`src/dopi_map.svh`:
```
/*
  Constants of the dual output process image: bit positions of the status
  and control words, the feedback byte layout, bus state codes and the
  activation byte codes.
  Assumes it is included by its bare name before the package and modules.
*/
`ifndef DOPI_MAP_SVH
`define DOPI_MAP_SVH

// ----------------------------------------------------------------------
// Status word bit positions
// ----------------------------------------------------------------------
`define DOPI_ST_READY   0
`define DOPI_ST_ON      1
`define DOPI_ST_HIZ     2
`define DOPI_ST_PWM     3
`define DOPI_ST_WARN    6
`define DOPI_ST_ERR     7
`define DOPI_ST_TOGGLE  15

// ----------------------------------------------------------------------
// Control word bit positions and the mask of implemented bits
// ----------------------------------------------------------------------
`define DOPI_CT_ON      1
`define DOPI_CT_HIZ     2
`define DOPI_CT_PWM     3
`define DOPI_CT_CLR     7
`define DOPI_CT_MASK    16'h008E

// ----------------------------------------------------------------------
// Feedback byte, bus state and activation codes, reset values
// ----------------------------------------------------------------------
`define DOPI_FB_ON0     0
`define DOPI_FB_HIZ0    1
`define DOPI_FB_ON1     2
`define DOPI_FB_HIZ1    3
`define DOPI_ESM_OP     8'h08
`define DOPI_ESM_PREOP  8'h02
`define DOPI_ESM_INIT   8'h01
`define DOPI_WC_OK      1'b0
`define DOPI_WC_BAD     1'b1
`define DOPI_ACT_IDLE   8'h00
`define DOPI_ACT_ARM    8'h03
`define DOPI_WORD_RST   16'h0000
`define DOPI_BYTE_RST   8'h00

`endif

```
`src/dopi_pkg.sv`:
```
/*
  Types shared by the dual output process image modules.
  Assumes nothing beyond a SystemVerilog compiler.
*/
package dopi_pkg;

  // ----------------------------------------------------------------------
  // Carriers
  // ----------------------------------------------------------------------
  // Command that the output stage of one channel obeys.
  typedef struct packed {
    logic on;
    logic hiz;
    logic pwm;
    logic clr;
  } dopi_cmd_t;

  // Live flags of one channel, all from flip-flops in the output stage.
  typedef struct packed {
    logic ready;
    logic on;
    logic hiz;
    logic pwm;
    logic warn;
    logic err;
  } dopi_flags_t;

  // Source of one extra cyclic word.
  typedef enum logic [1:0] {
    dopi_info_off,
    dopi_info_temp,
    dopi_info_current
  } dopi_info_sel_t;

  // Selection of both extra words of a channel.
  typedef struct packed {
    dopi_info_sel_t sel2;
    dopi_info_sel_t sel1;
  } dopi_info_cfg_t;

  // State of the single timed switching order.
  typedef enum logic {
    dopi_order_idle,
    dopi_order_armed
  } dopi_order_t;

endpackage : dopi_pkg
```
`src/dopi_chan.sv`:
```
/*
  Output stage of one channel: holds the commanded state, the error and
  warning flags, and drives the switch and the tristate enable.
  Assumes apply strobes are one-cycle pulses from the process image.
*/
`timescale 1ns/100ps
`default_nettype none
`include "dopi_map.svh"

module dopi_chan
  import dopi_pkg::*;
(
  input  wire logic        clock,
  input  wire logic        rstn,
  input  wire logic        set_state,
  input  wire logic        set_ctrl,
  input  wire dopi_cmd_t   cmd,
  input  wire logic        fault_event,
  input  wire logic        warning_cond,
  input  wire logic        pwm_in,
  input  wire logic        ready_en,
  output dopi_flags_t      flags,
  output logic             drive_out,
  output logic             drive_hiz
);

  typedef struct packed {
    logic        cmd_on;
    logic        cmd_hiz;
    logic        cmd_pwm;
    dopi_flags_t flags;
    logic        drive;
    logic        hiz;
  } dopi_chan_state_t;

  dopi_chan_state_t state;
  dopi_chan_state_t next_state;

  // ----------------------------------------------------------------------
  // Next state
  // ----------------------------------------------------------------------
  // Commands, error handling and the pin drive are resolved here.
  always_comb begin
    next_state = state;
    if (set_state) begin
      next_state.cmd_on  = cmd.on;
      next_state.cmd_hiz = cmd.hiz;
    end
    if (set_ctrl) begin
      next_state.cmd_pwm = cmd.pwm;
    end
    // A fault in the same cycle as a clear request keeps the error set.
    if (fault_event) begin
      next_state.flags.err = 1'b1;
    end else if (set_ctrl && cmd.clr) begin
      next_state.flags.err = 1'b0;
    end
    next_state.flags.warn  = warning_cond;
    next_state.flags.ready = ready_en && !next_state.flags.err;
    // Tristate overrides output-on; an error forces the drivers off.
    next_state.flags.on  = next_state.cmd_on && !next_state.cmd_hiz
                           && !next_state.flags.err;
    next_state.flags.hiz = next_state.cmd_hiz || next_state.flags.err;
    next_state.flags.pwm = next_state.cmd_pwm && next_state.flags.on;
    next_state.hiz   = next_state.flags.hiz;
    next_state.drive = next_state.flags.on && (!next_state.cmd_pwm || pwm_in);
  end

  // ----------------------------------------------------------------------
  // State register
  // ----------------------------------------------------------------------
  // Reset leaves the channel off and the drivers released.
  always_ff @(posedge clock or negedge rstn) begin
    if (!rstn) begin
      state     <= '0;
      state.hiz <= 1'b1;
    end else begin
      state <= next_state;
    end
  end

  assign flags     = state.flags;
  assign drive_out = state.drive;
  assign drive_hiz = state.hiz;

endmodule : dopi_chan

`default_nettype wire

```
`src/dopi_image.sv`:
```
/*
  Cyclic process image of a two-channel switched digital output.
  Holds the control words taken from each exchange, builds the status
  words, the feedback byte and the extra info words, and runs the single
  timed switching order of distributed-clock mode.
  Assumes frame_strobe is a one-cycle pulse per process data exchange, and
  that dc_time is the local distributed-clock time in nanoseconds.
*/
`timescale 1ns/100ps
`default_nettype none
`include "dopi_map.svh"

module dopi_image
  import dopi_pkg::*;
#(
  parameter int CHANNELS   = 2,
  parameter int WORD_W     = 16,
  parameter int TIME_W     = 64
)
(
  input  wire logic                                   clock,
  input  wire logic                                   rstn,
  input  wire logic                                   frame_strobe,
  input  wire logic                                   frame_ok,
  input  wire logic                                   link_operational,
  input  wire logic                                   dc_mode,
  input  wire logic                                   info_enable,
  input  wire dopi_info_cfg_t [CHANNELS-1:0]          info_cfg,
  input  wire logic [CHANNELS-1:0][WORD_W-1:0]        control_word_in,
  input  wire logic [7:0]                             activate_byte,
  input  wire logic [TIME_W-1:0]                      start_time,
  input  wire logic [TIME_W-1:0]                      dc_time,
  input  wire logic [CHANNELS-1:0]                    fault_event,
  input  wire logic [CHANNELS-1:0]                    warning_cond,
  input  wire logic [CHANNELS-1:0]                    pwm_in,
  input  wire logic [WORD_W-1:0]                      temperature,
  input  wire logic [CHANNELS-1:0][WORD_W-1:0]        load_current,
  output logic [CHANNELS-1:0][WORD_W-1:0]             channel_status_word,
  output logic [CHANNELS-1:0][WORD_W-1:0]             channel_control_word,
  output logic [7:0]                                  output_state_echo,
  output logic [CHANNELS-1:0][1:0][WORD_W-1:0]        extra_channel_words,
  output logic                                        working_counter_state,
  output logic [7:0]                                  esm_status,
  output logic [CHANNELS-1:0]                         drive_out,
  output logic [CHANNELS-1:0]                         drive_hiz
);

  // ----------------------------------------------------------------------
  // Helper functions
  // ----------------------------------------------------------------------
  // Picks the source of one extra cyclic word.
  function automatic logic [WORD_W-1:0] info_value(
    input dopi_info_sel_t    sel,
    input logic [WORD_W-1:0] temp,
    input logic [WORD_W-1:0] current
  );
    logic [WORD_W-1:0] value;
    value = '0;
    unique case (sel)
      dopi_info_off:     value = '0;
      dopi_info_temp:    value = temp;
      dopi_info_current: value = current;
      default:           value = '0;
    endcase
    return value;
  endfunction : info_value

  // Packs the channel flags and the toggle into one status word.
  function automatic logic [WORD_W-1:0] status_word(
    input dopi_flags_t f,
    input logic        toggle
  );
    logic [WORD_W-1:0] word;
    word                  = '0;
    word[`DOPI_ST_READY]  = f.ready;
    word[`DOPI_ST_ON]     = f.on;
    word[`DOPI_ST_HIZ]    = f.hiz;
    word[`DOPI_ST_PWM]    = f.pwm;
    word[`DOPI_ST_WARN]   = f.warn;
    word[`DOPI_ST_ERR]    = f.err;
    word[`DOPI_ST_TOGGLE] = toggle;
    return word;
  endfunction : status_word

  // ----------------------------------------------------------------------
  // State
  // ----------------------------------------------------------------------
  typedef struct packed {
    logic [CHANNELS-1:0][WORD_W-1:0]      ctrl;
    logic [CHANNELS-1:0][WORD_W-1:0]      status;
    logic [CHANNELS-1:0][1:0][WORD_W-1:0] info;
    logic                                 toggle;
    logic [7:0]                           echo;
    logic                                 wc;
    logic [7:0]                           esm;
    logic [7:0]                           act_prev;
    dopi_order_t                          order;
    logic [TIME_W-1:0]                    pend_time;
    logic [CHANNELS-1:0]                  pend_on;
    logic [CHANNELS-1:0]                  pend_hiz;
    logic [TIME_W-1:0]                    order_time;
    logic [CHANNELS-1:0]                  order_on;
    logic [CHANNELS-1:0]                  order_hiz;
  } dopi_image_state_t;

  dopi_image_state_t state;
  dopi_image_state_t next_state;

  dopi_flags_t [CHANNELS-1:0] flags;
  dopi_cmd_t   [CHANNELS-1:0] cmd;
  logic        [CHANNELS-1:0] set_state;
  logic        [CHANNELS-1:0] set_ctrl;
  logic                       arm_now;
  logic                       fire_now;

  // ----------------------------------------------------------------------
  // Order scheduling
  // ----------------------------------------------------------------------
  // The order arms on a frame whose activation byte went from idle to arm,
  // and fires once the local clock has reached the stored start time.
  always_comb begin
    arm_now  = frame_strobe && dc_mode
               && activate_byte == `DOPI_ACT_ARM
               && state.act_prev == `DOPI_ACT_IDLE;
    fire_now = 1'b0;
    unique case (state.order)
      dopi_order_idle:  fire_now = 1'b0;
      dopi_order_armed: fire_now = dc_mode && (dc_time >= state.order_time);
    endcase
  end

  // ----------------------------------------------------------------------
  // Channel commands
  // ----------------------------------------------------------------------
  // Frame mode takes on and tristate straight from each frame; DC mode
  // takes them only from a fired order. PWM and error clear always come
  // from the frame, since they are not part of the timed order.
  always_comb begin
    for (int i = 0; i < CHANNELS; i++) begin
      set_ctrl[i]  = frame_strobe;
      set_state[i] = 1'b0;
      cmd[i].pwm   = control_word_in[i][`DOPI_CT_PWM];
      cmd[i].clr   = control_word_in[i][`DOPI_CT_CLR];
      cmd[i].on    = control_word_in[i][`DOPI_CT_ON];
      cmd[i].hiz   = control_word_in[i][`DOPI_CT_HIZ];
      if (dc_mode) begin
        set_state[i] = fire_now;
        cmd[i].on    = state.order_on[i];
        cmd[i].hiz   = state.order_hiz[i];
      end else begin
        set_state[i] = frame_strobe;
      end
    end
  end

  // ----------------------------------------------------------------------
  // Next state of the image
  // ----------------------------------------------------------------------
  // Status words are rebuilt every cycle, so they lag the channel flags by
  // one clock; that keeps every output on a flip-flop.
  always_comb begin
    next_state = state;
    for (int i = 0; i < CHANNELS; i++) begin
      next_state.status[i] = status_word(flags[i], state.toggle);
    end
    // Feedback byte is only meaningful in DC mode.
    next_state.echo = `DOPI_BYTE_RST;
    if (dc_mode) begin
      next_state.echo[`DOPI_FB_ON0]  = flags[0].on;
      next_state.echo[`DOPI_FB_HIZ0] = flags[0].hiz;
      next_state.echo[`DOPI_FB_ON1]  = flags[1].on;
      next_state.echo[`DOPI_FB_HIZ1] = flags[1].hiz;
    end
    next_state.esm = link_operational ? `DOPI_ESM_OP : `DOPI_ESM_PREOP;

    if (frame_strobe) begin
      next_state.toggle   = !state.toggle;
      next_state.act_prev = activate_byte;
      next_state.wc       = frame_ok ? `DOPI_WC_OK : `DOPI_WC_BAD;
      for (int i = 0; i < CHANNELS; i++) begin
        // Only implemented control bits are kept; the rest read zero.
        next_state.ctrl[i] = control_word_in[i] & `DOPI_CT_MASK;
        if (info_enable) begin
          next_state.info[i][0] = info_value(info_cfg[i].sel1, temperature,
                                             load_current[i]);
          next_state.info[i][1] = info_value(info_cfg[i].sel2, temperature,
                                             load_current[i]);
        end else begin
          next_state.info[i] = '0;
        end
      end
      // An idle activation byte carries the targets and start time.
      if (activate_byte == `DOPI_ACT_IDLE) begin
        next_state.pend_time = start_time;
        for (int i = 0; i < CHANNELS; i++) begin
          next_state.pend_on[i]  = control_word_in[i][`DOPI_CT_ON];
          next_state.pend_hiz[i] = control_word_in[i][`DOPI_CT_HIZ];
        end
      end
    end

    // A fired order frees the slot; a new arm in the same cycle overwrites.
    unique case (state.order)
      dopi_order_idle:  next_state.order = dopi_order_idle;
      dopi_order_armed: begin
        if (fire_now || !dc_mode) begin
          next_state.order = dopi_order_idle;
        end
      end
    endcase
    if (arm_now) begin
      next_state.order      = dopi_order_armed;
      next_state.order_time = state.pend_time;
      next_state.order_on   = state.pend_on;
      next_state.order_hiz  = state.pend_hiz;
    end
  end

  // ----------------------------------------------------------------------
  // State register
  // ----------------------------------------------------------------------
  // The bus state shows init until the first clock after reset.
  always_ff @(posedge clock or negedge rstn) begin
    if (!rstn) begin
      state     <= '0;
      state.wc  <= `DOPI_WC_BAD;
      state.esm <= `DOPI_ESM_INIT;
    end else begin
      state <= next_state;
    end
  end

  // ----------------------------------------------------------------------
  // Channel output stages
  // ----------------------------------------------------------------------
  for (genvar g = 0; g < CHANNELS; g++) begin : g_chan
    dopi_chan u_chan (
      .clock        (clock),
      .rstn         (rstn),
      .set_state    (set_state[g]),
      .set_ctrl     (set_ctrl[g]),
      .cmd          (cmd[g]),
      .fault_event  (fault_event[g]),
      .warning_cond (warning_cond[g]),
      .pwm_in       (pwm_in[g]),
      .ready_en     (link_operational),
      .flags        (flags[g]),
      .drive_out    (drive_out[g]),
      .drive_hiz    (drive_hiz[g])
    );
  end

  // ----------------------------------------------------------------------
  // Outputs
  // ----------------------------------------------------------------------
  assign channel_status_word   = state.status;
  assign channel_control_word  = state.ctrl;
  assign output_state_echo     = state.echo;
  assign extra_channel_words   = state.info;
  assign working_counter_state = state.wc;
  assign esm_status            = state.esm;

endmodule : dopi_image

`default_nettype wire

```
`config.mk`:
```
export PLATFORM = sky130hd
export DESIGN_NAME = dopi_image
export DESIGN_NICKNAME = d
export VERILOG_FILES = /design/src/dopi_pkg.sv /design/src/dopi_chan.sv /design/src/dopi_image.sv
export VERILOG_INCLUDE_DIRS = /design/src
export SDC_FILE = /design/constraint.sdc
export NUM_CORES = 1
export LEC_CHECK = 0
export ABC_AREA = 1
export BUFFER_PORTS_ARGS = -buffer_cell sky130_fd_sc_hd__buf_2
export CORE_MARGIN = 3
export CORE_UTILIZATION = 41
export DETAILED_ROUTE_END_ITERATION = 12
export GPL_ROUTABILITY_DRIVEN = 0
export HOLD_SLACK_MARGIN = 0.06
export PLACE_DENSITY = 0.68
export SYNTH_ARGS = -nofsm -noshare
export SYNTH_HDL_FRONTEND = slang
export SYNTH_SLANG_ARGS = --single-unit
```
`constraint.sdc`:
```
create_clock -name clock -period 2.7 [get_ports clock]
set_input_delay 0.405 -clock clock [delete_from_list [all_inputs] [get_ports clock]]
set_output_delay 0.405 -clock clock [all_outputs]
set_load 0.02 [all_outputs]
```
**Yosys cells after proc, flatten, opt, wreduce, memory -nomap -nowiden**

Index checks and enable logic that the tools add are counted.
W data, S select, Z words.

- Register bits: 263
- Bits of input ports: 237
- Output and inout bits: 149
- Logic and storage cells: 109

- Order comparisons: 1
- Equal/unequal tests: 9
- Multiplexer cells: 24
- Bitwise operators: 1
- Reductions and logical operators: 32

Operator list:

| kind | count |
|---|---|
| $pmux W16 S2 | 4 |
| $ge A64 B64 Y1 | 1 |
| $mux W32 | 2 |
| $logic_and A1 B1 Y1 | 16 |
| $logic_not A8 Y1 | 2 |
| $mux W1 | 10 |
| $eq A2 B1 Y1 const B | 4 |
| $eq A2 B2 Y1 const B | 4 |
| $eq A8 B2 Y1 const B | 1 |
| $logic_not A1 Y1 | 8 |
| $mux W2 | 4 |
| $mux W4 | 2 |
| $logic_or A1 B1 Y1 | 5 |
| $pmux W1 S2 | 2 |
| $reduce_and A2 Y1 | 1 |
| $not A1 Y1 | 1 |

**Logic depth before layout (Yosys ltp)**

- Depth in word-level cells: 9
- Mapped depth: 21
- Depth with buffers taken out: 21

**By module**

From an unflattened synthesis, not the netlist that was laid out.

- Cells, all modules: 1,347
- Area total of the unflattened synthesis: 13,301.5 sq um

By module, submodules not included:

| module | times used | cells each | area an instance (sq um) | sequential area each (sq um) |
|---|---|---|---|---|
| dopi_image | 1 | 1,261 | 12,428.2 | 5,983.2 |
| dopi_chan | 2 | 43 | 436.7 | 276.5 |

**Worst setup path after synthesis**

No wires, ideal clock.

- Path kind: input-to-reg
- Start point: input dc_time[55]
- End point: register g_chan[0].u_chan.state, in the netlist g_chan[0].u_chan.drive_out
- Setup time: 0.080 ns
- Arrival: 1.880 ns
- Required time: 2.620 ns
- Path slack: 0.740 ns
- Cell stages on the path: 15
- Buffers on the path: 0
- Path through: ha_1 -> nand2_1 -> nor2_2 -> nand2_1 -> nor3_2 -> nand2_1 -> nor3_2 -> nand2_1 -> nand2_1 -> nand2_2 -> nand2_4 -> nand2_4 -> nand2_1 -> nand2_2 -> nor3_2

RTL lines:

| what | RTL line | text |
|---|---|---|
| from (decl) | dopi_image.sv:32 | `input wire logic [TIME_W-1:0] dc_time,` |
| to (signal assigned) | dopi_chan.sv:78 | `state <= next_state;` |
| to (decl) | dopi_chan.sv:36 | `dopi_chan_state_t state;` |

==> impl_metrics.ini <==
[status]
outcome = complete, no violations

[cts]
htree_levels = 1
clk_path_buf_depth = 3
numCtsBuffers = 30
path_clk_slew_ns = 0.06
root_buffer = clkbuf_16
cts_sinks = 261
clock_latency_ns = 0.55
tritoncts = done

[logic_synthesis]
ys_top_cells_by_area = dfrtp_1, mux2_2, buf_4
synth_warnings = 0
netlist_area_sq_um = 13200
ys_seq_area_share_pct = 49.4
synthTopCellsByCount = dfrtp_1, inv_1, nand2_1
synth_async_sr_flop_share_pct = 100
synth_top_cell_by_area = dfrtp_1
synth_cell_type_count = 34
ys_ff_latch = 261
syn_area_per_cell_sq_um = 9.97
synth_edf_count = 0
yosysMostFrequentCell = dfrtp_1
syn_inst = 1326
synth_top_area_share_pct = 48.6
yosys_most_used_dff = dfrtp_1

[detailed_routing]
drc_errors = 0
drt.antenna.violating_nets = 0
wl_per_cell_microns = 15.8
viasPerCell = 4.72
wl_met1_microns = 13200
first_iter_violations = 348
dr_wl_met3_microns = 2740
vias = 9343
highest-signal-layer = met5
totalWireLength_microns = 31200
routed-wl-met2_microns = 14600
firstDrtPassIters = 5

[worst_setup_path]
crit_end = g_chan[1].u_chan.flags[2]
crit_required_ns = 3.17
reg2reg_to = g_chan[1].u_chan.flags[2]
reg2reg_setup_slack_ns = 0.42
worst-setup-path-type = flip-flop to flip-flop
start_kind = flip-flop
crit_fanout = 5
r2r_cells = 16
critical_path.startpoint = state[67]
regToRegStartpoint = state[67]
crit_top_cell = nand2_1
crit_path_end_kind = flip-flop
cpPeakStageDelay_ns = 0.34
crit_arrival_ns = 2.75
worst_path_max_delay_cell = dfrtp_1
path_cells = inv_1 > ha_1 > nand2_1 > nor2_2 > nand2_1 > nor3_2 > nand2_1 > nor3_2 > nand2_1 > nand2_1 > nand2_2 > nand2_4 > nand2_4 > nand2_2 > nand3_2 > nor3_2

[worst_hold_path]
hold_path_depth = 3
hp-class = input port to flip-flop

[floorplan]
ios = 386
rows = 65
die_h_microns = 186
fp.dieArea_sq_um = 34400
core_area_sq_um = 31600
initial_core_util_pct = 41.8
fp.dieW_microns = 186

[timing]
setup_viol_count_final = 0
tightestPinTransition_ns = 1.03
min_period_ns = 2.28
setup_slack_ns = 0.419
timing.final.max_slew_violations = 0
final.period_utilization_pct = 84.5
fin_skew_ns = 0.0192
fmax_mhz = 438
final.setup.tns_ns = 0
maxSlewHeadroom_pct = 31.2
rsz0062_at_grt = false
timing_hold_violations_final = 0

[power]
powerDensity_nw_per_um2 = 603
max-vdd-ir-drop_v = 0.000417
cellLeakagePower_uw = 0.00837
p_total_uw = 9340

[placement]
io_buffers = 310
place_ws_ns = 0.257
dp_hpwl_microns = 23000
place_inst = 1909

[finish]
final_nets = 1860
finalNonFillerCells = 1979
drive_gt1_share_pct = 33.0
fill_cells = 2952
area_growth_pct = 17.1

[global_route]
grt_pass1_vias = 9561
grt_max_degree = 89
grt_overflow = 0
grt_pass1_wl_microns = 48300
antenna_found_initial = 4
track_usage_pct = 17.3

[flow_run]
drv_cap = 0
routing by layer:
metal | global-route usage [%] | vias to the layer above
met5 | 0 | -
met2 | 29.7 | 343
li1 | - | 4513
met1 | 21.7 | 4436
met3 | 4.91 | 47
met4 | 4.56 | 4
power by group:
group | total, uW | internal, uW | switching (uW)
clock network | 4140 | 2550 | 1590
registers | 4160 | 4080 | 81.8
logic | 1040 | 381 | 659
total | 9340 | 7010 | 2330
timing repair:
item	4_1_cts	5_1_grt
endpoints found under the hold margin	88	0
hold buffers	12	0
setup buffers	0	0
resized for setup	0	0
cell usage in the layout, fill, tap and decap left out, types with 9 or more instances in the layout:
cell / instances
a21oi_1: 28
buf_2: 309
clkbuf_16: 31
conb_1: 52
dfrtp_1: 257
dlygate4sd3_1: 12
ha_1: 72
inv_1: 222
mux2_2: 118
mux2_4: 9
nand2_1: 195
nand3_1: 9
nor2_1: 29
o21ai_0: 84
o22ai_1: 64
cells by family after synthesis:
logic type	count (synthesis)	share of synthesized area (%)
buffers and inverters	412	16.0
other	1	0.0284
multiplexers	132	11.5
adder cells (fa/ha/maj)	72	6.81
XOR/XNOR	1	0.0663
AND/OR/NAND/NOR	266	8.58
AO/OA/AOI/OAI	181	7.53
flip-flops	261	49.4
flip-flops by register name, indices dropped and copies added (netlist names):
register and count:
g_chan.u_chan.flags 12, g_chan.u_chan.state 6, g_chan.u_chan.drive_hiz 2, output_state_echo 4
state 145, working_counter_state 1, channel_status_word 13, channel_control_word 8
esm_status 3, g_chan.u_chan.drive_out 2, next_state 1, extra_channel_words 64
through the flow:
stage / util [%] / hold slack [ns] / area (sq um)
floorplan: - / 0.109 / 13400
global placement: 45.3 / 0.332 / 14300
detailed placement: 45.3 / 0.339 / 14300
CTS: 48.9 / 0.0604 / 15500
global route: 49.0 / 0.0698 / 15500
finish: 49.0 / 0.0824 / 15500
final cells by class:
cell class | count | area [sq um] | area share [%]
Inverter | 223 | 837 | 5.40
Clock inverter | 12 | 141 | 0.913
Multi-Input combinational cell | 704 | 4770 | 30.8
Sequential cell | 261 | 6540 | 42.2
Clock buffer | 44 | 885 | 5.71
Tap cell | 402 | 503 | 3.25
Antenna cell | 2 | 5.00 | 0.0323
Timing Repair Buffer | 331 | 1810 | 11.7
critical path, delay by kind of cell, from the launching register on:
family,cells,cell delay (ns)
adder cells (fa/ha/maj),1,0.28
buffers and inverters,1,0.04
flip-flops,1,0.34
AND/OR/NAND/NOR,14,1.53
how the worst min path moves through the flow:
stage                                    from                  endpoint  slack [ns]
floorplan                                rstn  channel_control_word[17]        0.11
global placement    g_chan[1].u_chan.flags[5]   channel_status_word[16]        0.33
detailed placement  g_chan[1].u_chan.flags[2]   channel_status_word[19]        0.34
CTS                            start_time[56]                state[128]        0.06
global route                   start_time[42]                state[114]        0.07
finish                       activate_byte[5]                state[142]        0.08
(Power assumes the default switching activity.)
